### config.mk
export PLATFORM = sky130hd
export DESIGN_NAME = otpsa_status
export DESIGN_NICKNAME = d
export VERILOG_FILES = /design/src/verilog/otpsa_status.v
export VERILOG_INCLUDE_DIRS = /design/src /design/src/verilog
export SDC_FILE = /design/constraint.sdc
export NUM_CORES = 1
export LEC_CHECK = 0
export ABC_AREA = 1
export ABC_CLOCK_PERIOD_IN_PS = 2150
export BUFFER_PORTS_ARGS = -buffer_cell sky130_fd_sc_hd__buf_4
export CELL_PAD_IN_SITES_DETAIL_PLACEMENT = 1
export CELL_PAD_IN_SITES_GLOBAL_PLACEMENT = 2
export CORE_ASPECT_RATIO = 1.1
export CORE_MARGIN = 2
export CORE_UTILIZATION = 31
export DETAILED_ROUTE_END_ITERATION = 10
export PLACE_DENSITY = 0.84
export SLEW_MARGIN = 20
export SYNTH_ARGS = -nofsm -noshare
export SYNTH_HDL_FRONTEND = slang
export SYNTH_SLANG_ARGS = --single-unit
### constraint.sdc
create_clock -name clk -period 2.15 [get_ports clk]
set_clock_uncertainty 0.15 [all_clocks]
set_input_delay 0.1075 -clock clk [delete_from_list [all_inputs] [get_ports clk]]
set_output_delay 0.1075 -clock clk [all_outputs]
set_load 0.02 [all_outputs]
### src/verilog/otpsa_map.vh
// register map, field positions, reset values and codes of the otp status block
`ifndef OTPSA_MAP_VH
`define OTPSA_MAP_VH

// ---------------------------------------------------------------
// register byte addresses
// ---------------------------------------------------------------
`define OTPSA_ADDR_STATUS 32'h40008008
`define OTPSA_ADDR_DMA_BASE 32'h4000800C
`define OTPSA_ADDR_CELL_ADDR 32'h40008010
`define OTPSA_ADDR_XFER_LEN 32'h40008014
`define OTPSA_ADDR_CONTROL 32'h40008040
`define OTPSA_ADDR_IRQ_STATUS 32'h40008044
`define OTPSA_ADDR_IRQ_MASK 32'h40008048

// ---------------------------------------------------------------
// controller_status fields
// ---------------------------------------------------------------
`define OTPSA_ST_WORDS_HI 28
`define OTPSA_ST_WORDS_LO 16
`define OTPSA_ST_UP_TEST 15
`define OTPSA_ST_LO_TEST 14
`define OTPSA_ST_UP_PROG 13
`define OTPSA_ST_LO_PROG 12
`define OTPSA_ST_FIFO_HI 11
`define OTPSA_ST_FIFO_LO 8
`define OTPSA_ST_AUTO_IDLE 4
`define OTPSA_ST_TEST_FAIL 3
`define OTPSA_ST_TEST_IDLE 2
`define OTPSA_ST_PROG_FAIL 1
`define OTPSA_ST_BITPROG_IDLE 0

// ---------------------------------------------------------------
// control fields, modes, interrupt bits
// ---------------------------------------------------------------
`define OTPSA_CTL_MODE_HI 2
`define OTPSA_CTL_MODE_LO 0
`define OTPSA_CTL_PORT_SEL 3
`define OTPSA_MODE_STANDBY 3'h0
`define OTPSA_MODE_MAN_READ 3'h1
`define OTPSA_MODE_MAN_PROG 3'h2
`define OTPSA_MODE_AUTO_READ 3'h3
`define OTPSA_MODE_AUTO_PROG 3'h4
`define OTPSA_IRQ_AUTO_DONE 0
`define OTPSA_IRQ_PROG_FAIL 1
`define OTPSA_IRQ_TEST_FAIL 2
`define OTPSA_FIFO_FULL 4'hF

// ---------------------------------------------------------------
// reset values and bus answers
// ---------------------------------------------------------------
`define OTPSA_RST_IDLE 1'h1
`define OTPSA_RST_ZERO 32'h00000000
`define OTPSA_RESP_OKAY 2'h0
`define OTPSA_RESP_SLVERR 2'h2

`endif

### src/verilog/otpsa_status.v
// otp controller status, addressing and word-count block with axi4-lite slave
// What this block does
// - status 28:16 shows words still to process
// - bits 15/14 flag upper/lower bank test error
// - bits 13/12 flag upper/lower bank program error
// - bits 11:8 show fifo word occupancy
// - bit 4 low while auto op runs
// - bit 3 gives last test pass/fail
// - bit 2 low while test mode runs
// - bit 1 set when bit-programming failed
// - bit 0 low while bit-programming busy
// - dma base address register, bits 31:2
// - 13-bit cell address, auto-advanced per word
// - 13-bit transfer length, count minus one
// - port-select auto program ignores transfer length
// - length shows remaining while mirroring, else held
// - mode codes; switches pass through standby
`include "otpsa_map.vh"

module otpsa_status (
   input wire clk,
   input wire reset_n,
   input wire [31:0] s_axi_awaddr,
   input wire s_axi_awvalid,
   output reg s_axi_awready,
   input wire [31:0] s_axi_wdata,
   input wire [3:0] s_axi_wstrb,
   input wire s_axi_wvalid,
   output reg s_axi_wready,
   output reg [1:0] s_axi_bresp,
   output reg s_axi_bvalid,
   input wire s_axi_bready,
   input wire [31:0] s_axi_araddr,
   input wire s_axi_arvalid,
   output reg s_axi_arready,
   output reg [31:0] s_axi_rdata,
   output reg [1:0] s_axi_rresp,
   output reg s_axi_rvalid,
   input wire s_axi_rready,
   input wire [3:0] fifo_level,
   input wire cell_done,
   input wire prog_busy,
   input wire prog_result_valid,
   input wire prog_fail_upper,
   input wire prog_fail_lower,
   input wire test_busy,
   input wire test_result_valid,
   input wire test_fail_upper,
   input wire test_fail_lower,
   input wire mirror_active,
   output reg cell_req,
   output reg cell_write,
   output reg [12:0] cell_addr,
   output reg [31:0] dma_addr,
   output reg [2:0] mode,
   output reg irq
);

   localparam S_IDLE = 1'b0;
   localparam S_RUN = 1'b1;

   // ---------------------------------------------------------------
   // helpers
   // ---------------------------------------------------------------
   function [31:0] merge;
      input [31:0] old;
      input [31:0] din;
      input [3:0] strb;
      integer i;
      begin
         merge = old;
         for (i = 0; i < 4; i = i + 1) begin
            if (strb[i]) begin
               merge[i*8 +: 8] = din[i*8 +: 8];
            end
         end
      end
   endfunction

   function mapped;
      input [31:0] a;
      begin
         mapped = (a == `OTPSA_ADDR_STATUS) || (a == `OTPSA_ADDR_DMA_BASE) ||
            (a == `OTPSA_ADDR_CELL_ADDR) || (a == `OTPSA_ADDR_XFER_LEN) ||
            (a == `OTPSA_ADDR_CONTROL) || (a == `OTPSA_ADDR_IRQ_STATUS) ||
            (a == `OTPSA_ADDR_IRQ_MASK);
      end
   endfunction

   // ---------------------------------------------------------------
   // state
   // ---------------------------------------------------------------
   reg [31:0] aw_addr;
   reg aw_full;
   reg [31:0] w_data;
   reg [3:0] w_strb;
   reg w_full;
   reg [12:0] xfer_len;
   reg port_sel;
   reg state;
   reg [13:0] remaining;
   reg auto_idle;
   reg bitprog_idle;
   reg test_idle;
   reg prog_fail_flag;
   reg upper_prog_fail;
   reg lower_prog_fail;
   reg test_fail_flag;
   reg upper_test_fail;
   reg lower_test_fail;
   reg [3:0] fifo_words;
   reg [2:0] irq_status;
   reg [2:0] irq_mask;

   wire do_write = aw_full && w_full && !s_axi_bvalid;
   wire [31:0] wr_val = merge(`OTPSA_RST_ZERO, w_data, w_strb);
   // the low two address bits are never stored, so dma stays word aligned
   wire [31:0] dma_merged = merge(dma_addr, w_data, w_strb);
   wire [31:0] len_merged = merge({19'h0, xfer_len}, w_data, w_strb);
   wire wr_ctl = do_write && (aw_addr == `OTPSA_ADDR_CONTROL);
   wire [2:0] new_mode = wr_val[`OTPSA_CTL_MODE_HI:`OTPSA_CTL_MODE_LO];
   wire new_port_sel = wr_val[`OTPSA_CTL_PORT_SEL];
   // reserved test codes are refused, a direct hop between working modes too
   wire mode_ok = (new_mode <= `OTPSA_MODE_AUTO_PROG) &&
      ((mode == `OTPSA_MODE_STANDBY) || (new_mode == `OTPSA_MODE_STANDBY));
   wire mode_chg = wr_ctl && mode_ok && (new_mode != mode);
   wire start_auto = mode_chg && ((new_mode == `OTPSA_MODE_AUTO_READ) ||
      (new_mode == `OTPSA_MODE_AUTO_PROG));
   wire prog_via_port = port_sel && (mode == `OTPSA_MODE_AUTO_PROG);
   wire fifo_ok = cell_write ? (fifo_words != 4'h0) : (fifo_words != `OTPSA_FIFO_FULL);
   wire word_done = (state == S_RUN) && cell_req && cell_done;
   wire last_word = (remaining == 14'h0001) && !prog_via_port;
   wire [2:0] events;

   assign events[`OTPSA_IRQ_AUTO_DONE] = word_done && last_word;
   assign events[`OTPSA_IRQ_PROG_FAIL] = prog_result_valid && (prog_fail_upper || prog_fail_lower);
   assign events[`OTPSA_IRQ_TEST_FAIL] = test_result_valid && (test_fail_upper || test_fail_lower);

   // ---------------------------------------------------------------
   // read mux, no side effects on any flag
   // ---------------------------------------------------------------
   reg [31:0] rd_val;
   always @* begin
      rd_val = `OTPSA_RST_ZERO;
      case (s_axi_araddr)
         `OTPSA_ADDR_STATUS: begin
            rd_val[`OTPSA_ST_WORDS_HI:`OTPSA_ST_WORDS_LO] = remaining[12:0];
            rd_val[`OTPSA_ST_UP_TEST] = upper_test_fail;
            rd_val[`OTPSA_ST_LO_TEST] = lower_test_fail;
            rd_val[`OTPSA_ST_UP_PROG] = upper_prog_fail;
            rd_val[`OTPSA_ST_LO_PROG] = lower_prog_fail;
            rd_val[`OTPSA_ST_FIFO_HI:`OTPSA_ST_FIFO_LO] = fifo_words;
            rd_val[`OTPSA_ST_AUTO_IDLE] = auto_idle;
            rd_val[`OTPSA_ST_TEST_FAIL] = test_fail_flag;
            rd_val[`OTPSA_ST_TEST_IDLE] = test_idle;
            rd_val[`OTPSA_ST_PROG_FAIL] = prog_fail_flag;
            rd_val[`OTPSA_ST_BITPROG_IDLE] = bitprog_idle;
         end
         `OTPSA_ADDR_DMA_BASE: rd_val = {dma_addr[31:2], 2'h0};
         `OTPSA_ADDR_CELL_ADDR: rd_val[12:0] = cell_addr;
         `OTPSA_ADDR_XFER_LEN: rd_val[12:0] = xfer_len;
         `OTPSA_ADDR_CONTROL: begin
            rd_val[`OTPSA_CTL_MODE_HI:`OTPSA_CTL_MODE_LO] = mode;
            rd_val[`OTPSA_CTL_PORT_SEL] = port_sel;
         end
         `OTPSA_ADDR_IRQ_STATUS: rd_val[2:0] = irq_status;
         `OTPSA_ADDR_IRQ_MASK: rd_val[2:0] = irq_mask;
         default: rd_val = `OTPSA_RST_ZERO;
      endcase
   end

   // ---------------------------------------------------------------
   // axi4-lite write channels, address and data in either order
   // ---------------------------------------------------------------
   always @(posedge clk or negedge reset_n) begin
      if (!reset_n) begin
         s_axi_awready <= 1'b1;
         s_axi_wready <= 1'b1;
         s_axi_bvalid <= 1'b0;
         s_axi_bresp <= `OTPSA_RESP_OKAY;
         aw_full <= 1'b0;
         w_full <= 1'b0;
         aw_addr <= `OTPSA_RST_ZERO;
         w_data <= `OTPSA_RST_ZERO;
         w_strb <= 4'h0;
      end else begin
         if (s_axi_awvalid && s_axi_awready) begin
            aw_addr <= s_axi_awaddr;
            aw_full <= 1'b1;
            s_axi_awready <= 1'b0;
         end
         if (s_axi_wvalid && s_axi_wready) begin
            w_data <= s_axi_wdata;
            w_strb <= s_axi_wstrb;
            w_full <= 1'b1;
            s_axi_wready <= 1'b0;
         end
         // bvalid gates do_write, so each address and data pair commits once
         if (do_write) begin
            s_axi_bvalid <= 1'b1;
            s_axi_bresp <= mapped(aw_addr) ? `OTPSA_RESP_OKAY : `OTPSA_RESP_SLVERR;
         end
         if (s_axi_bvalid && s_axi_bready) begin
            s_axi_bvalid <= 1'b0;
            aw_full <= 1'b0;
            w_full <= 1'b0;
            s_axi_awready <= 1'b1;
            s_axi_wready <= 1'b1;
         end
      end
   end

   // ---------------------------------------------------------------
   // axi4-lite read channel, answer one cycle after the address
   // ---------------------------------------------------------------
   always @(posedge clk or negedge reset_n) begin
      if (!reset_n) begin
         s_axi_arready <= 1'b1;
         s_axi_rvalid <= 1'b0;
         s_axi_rdata <= `OTPSA_RST_ZERO;
         s_axi_rresp <= `OTPSA_RESP_OKAY;
      end else begin
         if (s_axi_arvalid && s_axi_arready) begin
            s_axi_arready <= 1'b0;
            s_axi_rvalid <= 1'b1;
            // data frozen at the address edge; later status moves need a new read
            s_axi_rdata <= rd_val;
            s_axi_rresp <= mapped(s_axi_araddr) ? `OTPSA_RESP_OKAY : `OTPSA_RESP_SLVERR;
         end else if (s_axi_rvalid && s_axi_rready) begin
            s_axi_rvalid <= 1'b0;
            s_axi_arready <= 1'b1;
         end
      end
   end

   // ---------------------------------------------------------------
   // software registers
   // ---------------------------------------------------------------
   always @(posedge clk or negedge reset_n) begin
      if (!reset_n) begin
         dma_addr <= `OTPSA_RST_ZERO;
         mode <= `OTPSA_MODE_STANDBY;
         port_sel <= 1'b0;
         irq_mask <= 3'h0;
         irq_status <= 3'h0;
         xfer_len <= 13'h0000;
         irq <= 1'b0;
      end else begin
         if (do_write && (aw_addr == `OTPSA_ADDR_DMA_BASE)) begin
            dma_addr <= {dma_merged[31:2], 2'h0};
         end
         if (mode_chg) begin
            mode <= new_mode;
         end
         if (wr_ctl && mode_ok) begin
            port_sel <= new_port_sel;
         end
         if (do_write && (aw_addr == `OTPSA_ADDR_IRQ_MASK)) begin
            irq_mask <= wr_val[2:0];
         end
         // a new event beats a same-cycle write-one-to-clear
         if (do_write && (aw_addr == `OTPSA_ADDR_IRQ_STATUS)) begin
            irq_status <= (irq_status & ~wr_val[2:0]) | events;
         end else begin
            irq_status <= irq_status | events;
         end
         // registered so the pin is a clean flop output, one cycle behind status
         irq <= |(irq_status & irq_mask);
         if (do_write && (aw_addr == `OTPSA_ADDR_XFER_LEN)) begin
            xfer_len <= len_merged[12:0];
         end else if (mirror_active && word_done && (xfer_len != 13'h0000)) begin
            xfer_len <= xfer_len - 13'h0001;
         end
      end
   end

   // ---------------------------------------------------------------
   // automatic read/program sequencer
   // ---------------------------------------------------------------
   always @(posedge clk or negedge reset_n) begin
      if (!reset_n) begin
         state <= S_IDLE;
         cell_req <= 1'b0;
         cell_write <= 1'b0;
         cell_addr <= 13'h0000;
         remaining <= 14'h0000;
         auto_idle <= `OTPSA_RST_IDLE;
      end else begin
         case (state)
            S_IDLE: begin
               cell_req <= 1'b0;
               // the cell address only takes writes while no run is active
               if (do_write && (aw_addr == `OTPSA_ADDR_CELL_ADDR)) begin
                  cell_addr <= wr_val[12:0];
               end
               if (start_auto) begin
                  state <= S_RUN;
                  auto_idle <= 1'b0;
                  cell_write <= (new_mode == `OTPSA_MODE_AUTO_PROG);
                  // port-fed programming takes no count from the length register, though mirroring still counts it down per word
                  if (new_port_sel && (new_mode == `OTPSA_MODE_AUTO_PROG)) begin
                     remaining <= 14'h0000;
                  end else begin
                     remaining <= {1'b0, xfer_len} + 14'h0001;
                  end
               end
            end
            S_RUN: begin
               if (mode_chg && (new_mode == `OTPSA_MODE_STANDBY)) begin
                  state <= S_IDLE;
                  cell_req <= 1'b0;
                  auto_idle <= 1'b1;
                  remaining <= 14'h0000;
                  // a word that finishes on the abort edge still moves the address
                  if (word_done) begin
                     cell_addr <= cell_addr + 13'h0001;
                  end
               end else if (word_done) begin
                  cell_req <= 1'b0;
                  cell_addr <= cell_addr + 13'h0001;
                  if (!prog_via_port) begin
                     remaining <= remaining - 14'h0001;
                  end
                  if (last_word) begin
                     state <= S_IDLE;
                     auto_idle <= 1'b1;
                  end
               end else if (!cell_req && fifo_ok) begin
                  // fifo gate keeps a read from overrunning or a program from starving
                  cell_req <= 1'b1;
               end
            end
            default: state <= S_IDLE;
         endcase
      end
   end

   // ---------------------------------------------------------------
   // programming and test result flags
   // ---------------------------------------------------------------
   always @(posedge clk or negedge reset_n) begin
      if (!reset_n) begin
         bitprog_idle <= `OTPSA_RST_IDLE;
         test_idle <= `OTPSA_RST_IDLE;
         prog_fail_flag <= 1'b0;
         upper_prog_fail <= 1'b0;
         lower_prog_fail <= 1'b0;
         test_fail_flag <= 1'b0;
         upper_test_fail <= 1'b0;
         lower_test_fail <= 1'b0;
         fifo_words <= 4'h0;
      end else begin
         // busy inputs come from same-clock logic, so no synchroniser is needed
         bitprog_idle <= !prog_busy;
         test_idle <= !test_busy;
         fifo_words <= fifo_level;
         // each result replaces the last, so it may toggle word by word
         if (prog_result_valid) begin
            prog_fail_flag <= prog_fail_upper || prog_fail_lower;
            upper_prog_fail <= prog_fail_upper;
            lower_prog_fail <= prog_fail_lower;
         end
         if (test_result_valid) begin
            test_fail_flag <= test_fail_upper || test_fail_lower;
            upper_test_fail <= test_fail_upper;
            lower_test_fail <= test_fail_lower;
         end
      end
   end

endmodule // otpsa_status
After elaboration in Yosys (flattened, before gate mapping) --
Cells that the tools add are included.
Cells by class: add/subtract/negate cells 4, order comparisons 1, equality and inequality tests 29, mux-type cells 54, bitwise operators 6, reductions and logical operators 70
Operators by type and width (count):
- $eq A32 B31 Y1 const B | 14
- $mux W14 | 5
- $mux W13 | 4
- $pmux W16 S2 | 1
- $logic_and A1 B1 Y1 | 29
- $pmux W14 S2 | 1
- $mux W1 | 26
- $pmux W13 S2 | 1
- $pmux W3 S7 | 1
- $pmux W5 S4 | 1
- $logic_or A1 B1 Y1 | 16
- $mux W8 | 2
- $reduce_and A2 Y1 | 8
- $add A13 B1 Y14 const B | 1
- $eq A14 B1 Y1 const B | 1
- $sub A14 B1 Y14 const B | 1
- $add A13 B1 Y13 const B | 1
- $reduce_bool A13 Y1 | 1
- $sub A13 B1 Y13 const B | 1
- $mux W5 | 2
- $reduce_bool A2 Y1 | 5
- $pmux W3 S3 | 1
- $ne A2 B2 Y1 const B | 4
- $and A3 B3 Y3 | 2
- 22 further kinds | 35
Storage, ports and cells: register bits 208, input bits 121, word-level logic and storage cells 203

Depth between registers and ports, before layout --
Gate-level depths: netlist of run 1.
depth after elaboration 9, depth in mapped cells 13

Worst setup path after synthesis of run 1 --
No wires, ideal clock.
kind reg-to-reg, start register cell_addr[1], end register cell_addr[12], library setup time 126 ps, arrival time 1682 ps, data required time 1874 ps, path slack 192 ps, cell stages (with the launch flop) 10, period minus slack after synthesis 1958 ps, path through dfrtp_1 > ha_1 > nand2_1 > nor3_1 > nand3_1 > nand3b_1 > nand3_1 > nand2_1 > nand2_1 > o21ai_0
Between the ends: longest elaborated chain between the ends 3
Ends and longest elaborated chain:
- start, declared | RTL line otpsa_status.v:53 | output reg [12:0] cell_addr,
- start signal, assigned | RTL line otpsa_status.v:294 | cell_addr <= wr_val[12:0];
- start signal, assigned | RTL line otpsa_status.v:316 | cell_addr <= cell_addr + 13'h0001;
- start signal, assigned | RTL line otpsa_status.v:320 | cell_addr <= cell_addr + 13'h0001;
- $add A13 B1 Y13 | RTL line otpsa_status.v:316, otpsa_status.v:320
- $mux W13 | RTL line otpsa_status.v:315, otpsa_status.v:318
- $pmux W13 S2 | RTL line otpsa_status.v:289 | case (state)
No other way between the ends. The select of a mux whose other input is x is not followed. A chain may end at the register's enable or synchronous reset.

Worst setup path after layout of run 1 --
start register aw_addr[0], end register xfer_len[4]
Between the ends: longest elaborated chain between the ends 4
Ends and longest elaborated chain:
- start, declared | RTL line otpsa_status.v:93 | reg [31:0] aw_addr;
- start signal, assigned | RTL line otpsa_status.v:183 | aw_addr <= `OTPSA_RST_ZERO;
- start signal, assigned | RTL line otpsa_status.v:188 | aw_addr <= s_axi_awaddr;
- $eq A32 B31 Y1 (no line) *
- $logic_and A1 B1 Y1 * | RTL line otpsa_status.v:269 | if (do_write && (aw_addr == `OTPSA_ADDR_XFER_LEN)) begin
- $ne A2 B2 Y1 (no line) / $reduce_bool A2 Y1 (equally long branches)
- $reduce_and A2 Y1 (no line)
- end signal, assigned | RTL line otpsa_status.v:270 | xfer_len <= len_merged[12:0];
- end signal, assigned | RTL line otpsa_status.v:272 | xfer_len <= xfer_len - 13'h0001;
- end, declared | RTL line otpsa_status.v:98 | reg [12:0] xfer_len;
Mark *: on every way between the ends. The rest lies on a longest branch, timed or not.

==> results.sh, run 1 <==
export IMPL_clk_pin_slew_ns=0.06
export IMPL_final_antenna_net_count=0
export IMPL_synth_area_leaders="dfrtp_1 46%, nand2_1 18%, o21ai_0 7.3%"
export IMPL_maxCapViolCount=0
export IMPL_irDropWorstVdd_mv=0.529
export IMPL_slew_viol_final=0
export IMPL_fillerInstances=4136
export IMPL_tightest_slew_ns=0.740
export IMPL_post_route_period_util=0.961
export IMPL_slowest_delay_ns=0.41
export IMPL_cts_tree="built"
export IMPL_grt_pass1_vias=11581
export IMPL_die_h_um=200
export IMPL_crit_arrival_ns=2.33
export IMPL_status="finished clean"
export IMPL_final_layout_size_suffix_gt1_frac=0.228
export IMPL_startpoint_type="flip-flop"
export IMPL_drtIter0Drc=513
export IMPL_synth_xor_area_frac=0.0268
export IMPL_synth_top_area_cell="dfrtp_1"
export IMPL_diodes=0
export IMPL_setup_slack_ns=0.0840
export IMPL_antenna_found_initial=0
export IMPL_instances_no_fill=2270
export IMPL_final_core_util=0.453
export IMPL_cts_root_buf="clkbuf_16"
export IMPL_path_cells="nor2_4 -> buf_6 -> inv_4 -> nor3_4 -> nand2_2 -> nor3_4 -> nand2_4 -> buf_6 -> o21ai_2 -> o21ai_1 -> nand2_1 -> nand2_1"
export IMPL_critPathSlowestCell="dfrtp_1"
export IMPL_crit_fanout=5
export IMPL_rsz0062_at_grt="true"
export IMPL_avgViaCountPerCell=4.82
export IMPL_p_leak_nw=7.78
export IMPL_max_freq_mhz=484
export IMPL_grt_pass1_wl_um=63300
export IMPL_relSlewSlack=0.503
export IMPL_place_port_buffers=208
export IMPL_worstSetupPathType="reg2reg"
export IMPL_dr_pass1_iters=4
export IMPL_mostFrequentLayoutCells="515 x nand2_1, 281 x buf_4, 198 x dfrtp_1"
export IMPL_synth_area_per_cell_um2=7.47
export IMPL_die_area_mm2=0.0363
export IMPL_gr_total_overflow=0
export IMPL_die_w_um=182
export IMPL_drc_errors=0
export IMPL_cp_required_ns=2.42
export IMPL_grt_max_degree=63
export IMPL_nets=1941
export IMPL_syn2layout_area_growth_pct=43.8
export IMPL_coreArea_mm2=0.0342
export IMPL_crit_family="simple AND/OR/NAND/NOR gates"
export IMPL_p_per_area_mw_per_mm2=1090
export IMPL_cts_num_sinks=206
export IMPL_hpwlAfterDp_um=29500
export IMPL_yosysUniqueCellTypes=42
export IMPL_num_rows=71
export IMPL_finalHoldViolCount=0
export IMPL_initial_core_util=0.315
export IMPL_placed_cells_incl_taps=2117
export IMPL_synth_simple_area_share=0.324
export IMPL_postSynthCellCount=1444
export IMPL_yosysWarnings=0
export IMPL_fin_crit_ns=2.07
export IMPL_synth_compound_area_frac=0.0892
export IMPL_place_ws_ns=-0.00892
export IMPL_setup_viol=0
export IMPL_synth_fa_ha_area_frac=0.00696
export IMPL_routed_via_count=10931
export IMPL_synth_seq_cells=206
export IMPL_synth_area_mux_share=0
export IMPL_cts_buffers=25
export IMPL_yosysSeqAreaShare=0.479
export IMPL_end_kind="flip-flop"
export IMPL_htreeDepth=1
export IMPL_wl_per_cell_um=17.8
export IMPL_netlist_area_leader_share=0.464
export IMPL_wirelength_um=40400
export IMPL_power_total_mw=16.9
export IMPL_insertion_delay_ns=0.53
export IMPL_synth_top_family_by_area="simple AND/OR/NAND/NOR gates"
export IMPL_synth_area_mm2=0.0108
export IMPL_place_gp_congestion=0.882
export IMPL_grt_use_total=0.222
export IMPL_final_common_cell="nand2_1"
export IMPL_ctsLongestPathBuffers=3
export IMPL_timing_critical_path_buf_inv=3
export IMPL_hold_path_class="in2reg"
export IMPL_io_pins=213
==> state kept, by name, indices dropped and copies added, names as in the netlist, 3 cells and up <==
name         flops
fifo_words       4
cell_addr       13
w_data          32
dma_addr        30
w_strb           4
remaining       14
mode             3
irq_mask         3
xfer_len        13
irq_status       3
s_axi_rdata     32
aw_addr         32
==> final timing paths <==
path	start	endpoint	slack (ns)	cells past startpoint
setup / recovery	aw_addr[0]	xfer_len[4]	0.08	12
hold / removal	s_axi_arvalid	s_axi_rdata[23]	0.003	5
setup reg to reg	aw_addr[0]	xfer_len[4]	0.08	12
hold reg to reg	aw_addr[26]	aw_addr[26]	0.33	2
max in group asynchronous	reset_n	w_data[8]	1.43	3
min in group asynchronous	reset_n	s_axi_arready	0.04	2
==> what timing repair did <==
action                                  4_1_cts  5_1_grt
hold buffers                                 92        0
buffers inserted                              0       13
pin swaps                                     0       23
cloned                                        0        3
resized for setup                             3       64
endpoints found under the setup margin       15       64
hold endpoints to repair                    292        0
==> area by class of cell <==
| class | count | area [µm²] | share of cell area |
|---|---|---|---|
| Multi-Input combinational cell | 1051 | 5000 | 0.323 |
| Inverter | 140 | 528 | 0.0341 |
| Clock buffer | 33 | 716 | 0.0462 |
| Clock inverter | 12 | 213 | 0.0137 |
| Tap cell | 438 | 548 | 0.0354 |
| Timing Repair Buffer | 390 | 3330 | 0.215 |
| Sequential cell | 206 | 5160 | 0.333 |
==> worst reg2reg max path: stages (launching register included) <==
cell and delay (ns):
dfrtp_1 0.41, nor2_4 0.13, buf_6 0.11, inv_4 0.03, nor3_4 0.24, nand2_2 0.10, nor3_4 0.25, nand2_4 0.12
buf_6 0.16, o21ai_2 0.05, o21ai_1 0.07, nand2_1 0.07, nand2_1 0.05
==> stage by stage <==
step                      hold WS [ns]  TNS, ns  instance area, µm²
final                          0.00288        0               15500
after floorplan                 -0.338        0               10800
after CTS                      0.00104        0               15200
after global placement         -0.0629        0               13300
after detailed placement       -0.0578  -0.0167               13300
after global routing            0.0332   -0.409               15500
==> synth_stat cells, drive strengths merged <==
| cell | n |
|---|---|
| a32o | 1 |
| nand2 | 541 |
| o211ai | 5 |
| nor3 | 20 |
| xor2 | 30 |
| dfstp | 6 |
| ha | 6 |
| clkbuf | 27 |
| clkinv | 3 |
| o21ai | 167 |
| buf | 24 |
| a21oi | 9 |
| and3b | 1 |
| conb | 1 |
| a41oi | 1 |
| and2 | 1 |
| inv | 137 |
| nand4 | 18 |
| nand3 | 92 |
| nor4 | 7 |
| or2 | 1 |
| nor2 | 136 |
| a31oi | 4 |
| dfrtp | 200 |
| xnor2 | 3 |
| nand3b | 3 |
==> power by group <==
group | internal [mW] | total (mW) | switching [mW] | leakage, nW
Combinational | 2.48 | 6.17 | 3.68 | 4.68
Clock | 3.05 | 4.76 | 1.72 | 0.458
Sequential | 4.96 | 5.97 | 1.01 | 2.64
==> kinds of logic after synthesis <==
group                    after synthesis
AO/OA/AOI/OAI                        187
XOR/XNOR                              33
adder cells (fa/ha/maj)                6
buffers and inverters                191
flip-flops                           206
other                                  1
AND/OR/NAND/NOR                      820
==> metal layers <==
layer	wire, µm	track usage	up-vias
met5	0	0	-
met4	1040	0.0602	0
met3	1790	0.0281	68
met2	20000	0.395	243
met1	17600	0.285	5316
li1	-	-	5304
Power figures use the tool's default switching activity.
==> run 2: changes to the inputs <==
RECOVER_POWER = 50   (was default)
SLEW_MARGIN = default   (was 20)
==> run 2 against run 1 <==
Effect of this change:
- sequential share of layout area grew 0.35 points
- final cell count is the same
- worst hold slack is essentially flat
- non-clock buffer count is the same
- combinational power shrank 0.6%
- die area is the same
- critical path type unchanged
- critical endpoint unchanged
- largest cell class unchanged
==> results.sh, run 2 (synthesis gave the netlist of run 1 again) <==
export IMPL_cts_num_sinks=206
export IMPL_diodes=0
export IMPL_grt_pass1_vias=11581
export IMPL_irDropWorstVdd_mv=0.528
export IMPL_mostFrequentLayoutCells="515 x nand2_1, 248 x buf_4, 198 x dfrtp_1"
export IMPL_dr_pass1_iters=4
export IMPL_fin_crit_ns=2.07
export IMPL_reg_top3="aw_addr x32, s_axi_rdata x32, w_data x32"
export IMPL_end_kind="flip-flop"
export IMPL_nets=1941
export IMPL_htreeDepth=1
export IMPL_grt_use_total=0.222
export IMPL_coreArea_mm2=0.0342
export IMPL_grt_max_degree=63
export IMPL_p_leak_nw=7.64
export IMPL_p_per_area_mw_per_mm2=1100
export IMPL_setup_viol=0
export IMPL_status="finished clean"
export IMPL_post_route_period_util=0.964
export IMPL_max_freq_mhz=482
export IMPL_drc_errors=0
export IMPL_drtIter0Drc=500
export IMPL_antenna_found_initial=0
export IMPL_cts_tree="built"
export IMPL_final_setup_tns_ns=0
export IMPL_critPathSlowestCell="dfrtp_1"
export IMPL_syn2layout_area_growth_pct=42.3
export IMPL_place_ws_ns=-0.00892
export IMPL_setup_slack_ns=0.0770
export IMPL_hold_slack_ns=0.00333
export IMPL_insertion_delay_ns=0.53
export IMPL_startpoint_type="flip-flop"
export IMPL_hpwlAfterDp_um=29500
export IMPL_path_cells="nor2_4 -> buf_6 -> inv_4 -> nor3_4 -> nand2_2 -> nor3_4 -> nand2_4 -> buf_6 -> o21ai_2 -> o21ai_1 -> nand2_1 -> nand2_1"
export IMPL_io_pins=213
export IMPL_relSlewSlack=0.184
export IMPL_slew_viol_final=0
export IMPL_power_total_mw=16.9
export IMPL_place_port_buffers=208
export IMPL_gr_total_overflow=0
export IMPL_cp_required_ns=2.41
export IMPL_worstSetupPathType="reg2reg"
export IMPL_place_gp_congestion=0.882
export IMPL_die_h_um=200
export IMPL_wirelength_um=40400
export IMPL_hold_path_class="in2reg"
export IMPL_crit_fanout=5
export IMPL_ctsLongestPathBuffers=3
export IMPL_final_layout_size_suffix_gt1_frac=0.212
export IMPL_cts_buffers=25
export IMPL_clk_pin_slew_ns=0.06
export IMPL_instances_no_fill=2270
export IMPL_placed_cells_incl_taps=2117
export IMPL_grt_pass1_wl_um=63300
export IMPL_routed_via_count=10930
export IMPL_avgViaCountPerCell=4.81
export IMPL_crit_arrival_ns=2.34
export IMPL_slowest_delay_ns=0.41
export IMPL_finalHoldViolCount=0
export IMPL_die_w_um=182
export IMPL_cts_root_buf="clkbuf_16"
export IMPL_die_area_mm2=0.0363
export IMPL_num_rows=71
export IMPL_maxCapViolCount=0
export IMPL_initial_core_util=0.315
export IMPL_rsz0062_at_grt="true"
export IMPL_final_antenna_net_count=0
export IMPL_tightest_slew_ns=1.22
export IMPL_wl_per_cell_um=17.8
export IMPL_final_common_cell="nand2_1"
-- run 2: changes by cell type in the layout (fill, tap and decap cells not counted) --
cell      delta
clkbuf_2     +1
clkbuf_1    +28
buf_4       -33
buf_12       -2
buf_16       -1
clkbuf_4     +7
clkbuf_8     -1
buf_2        +1
-- run 2: repair_timing --
item | in CTS | in global routing
setup endpoints to repair | 15 | 64
gates cloned | 0 | 3
resized for setup | 3 | 64
endpoints found under the hold margin | 292 | 0
buffers inserted | 0 | 13
hold buffers | 92 | 0
pin swaps | 0 | 23
-- run 2: cell type report --
class,instances,area (µm²)
repair buffers,390,3170
inverters,140,528
well taps,438,548
clock buffers,33,716
flip-flops and latches,206,5160
clock inverters,12,213
fillers,4155,18900
multi-input cells,1051,5000
-- run 2: worst max-delay path: cells and delay by family (launching register included) --
family                 cells  cell delay (ns)
buffers and inverters      3             0.31
flip-flops                 1             0.41
AO/OA/AOI/OAI              2             0.12
AND/OR/NAND/NOR            7             0.97
-- run 2: where the power goes --
| group | switching (mW) | internal [mW] |
|---|---|---|
| registers | 1.01 | 4.96 |
| logic | 3.69 | 2.45 |
| clock network | 1.72 | 3.05 |
-- run 2: through the flow --
step	area, µm²	util
2_1_floorplan	10800	-
3_3_place_gp	13300	0.390
3_5_place_dp	13300	0.390
4_1_cts	15200	0.445
5_1_grt	15300	0.449
6_report	15300	0.449
-- run 2: path summary, 6_finish.rpt --
path,start,end,slack [ns],depth (start not counted)
worst max-delay path,aw_addr[0],xfer_len[4],0.08,12
worst min register to register,s_axi_rdata[9],s_axi_rdata[9],0.33,2
min in group asynchronous,reset_n,s_axi_arready,0.29,2
max in group asynchronous,reset_n,cell_addr[1],0.30,3
worst max register to register,aw_addr[0],xfer_len[4],0.08,12
worst min-delay path,s_axi_arvalid,s_axi_rdata[23],0.003,5
-- run 2: metal layers --
metal | wire [µm] | GRT usage
met1 | 17600 | 0.285
met2 | 19900 | 0.395
met4 | 1040 | 0.0602
met5 | 0 | 0
met3 | 1880 | 0.0281
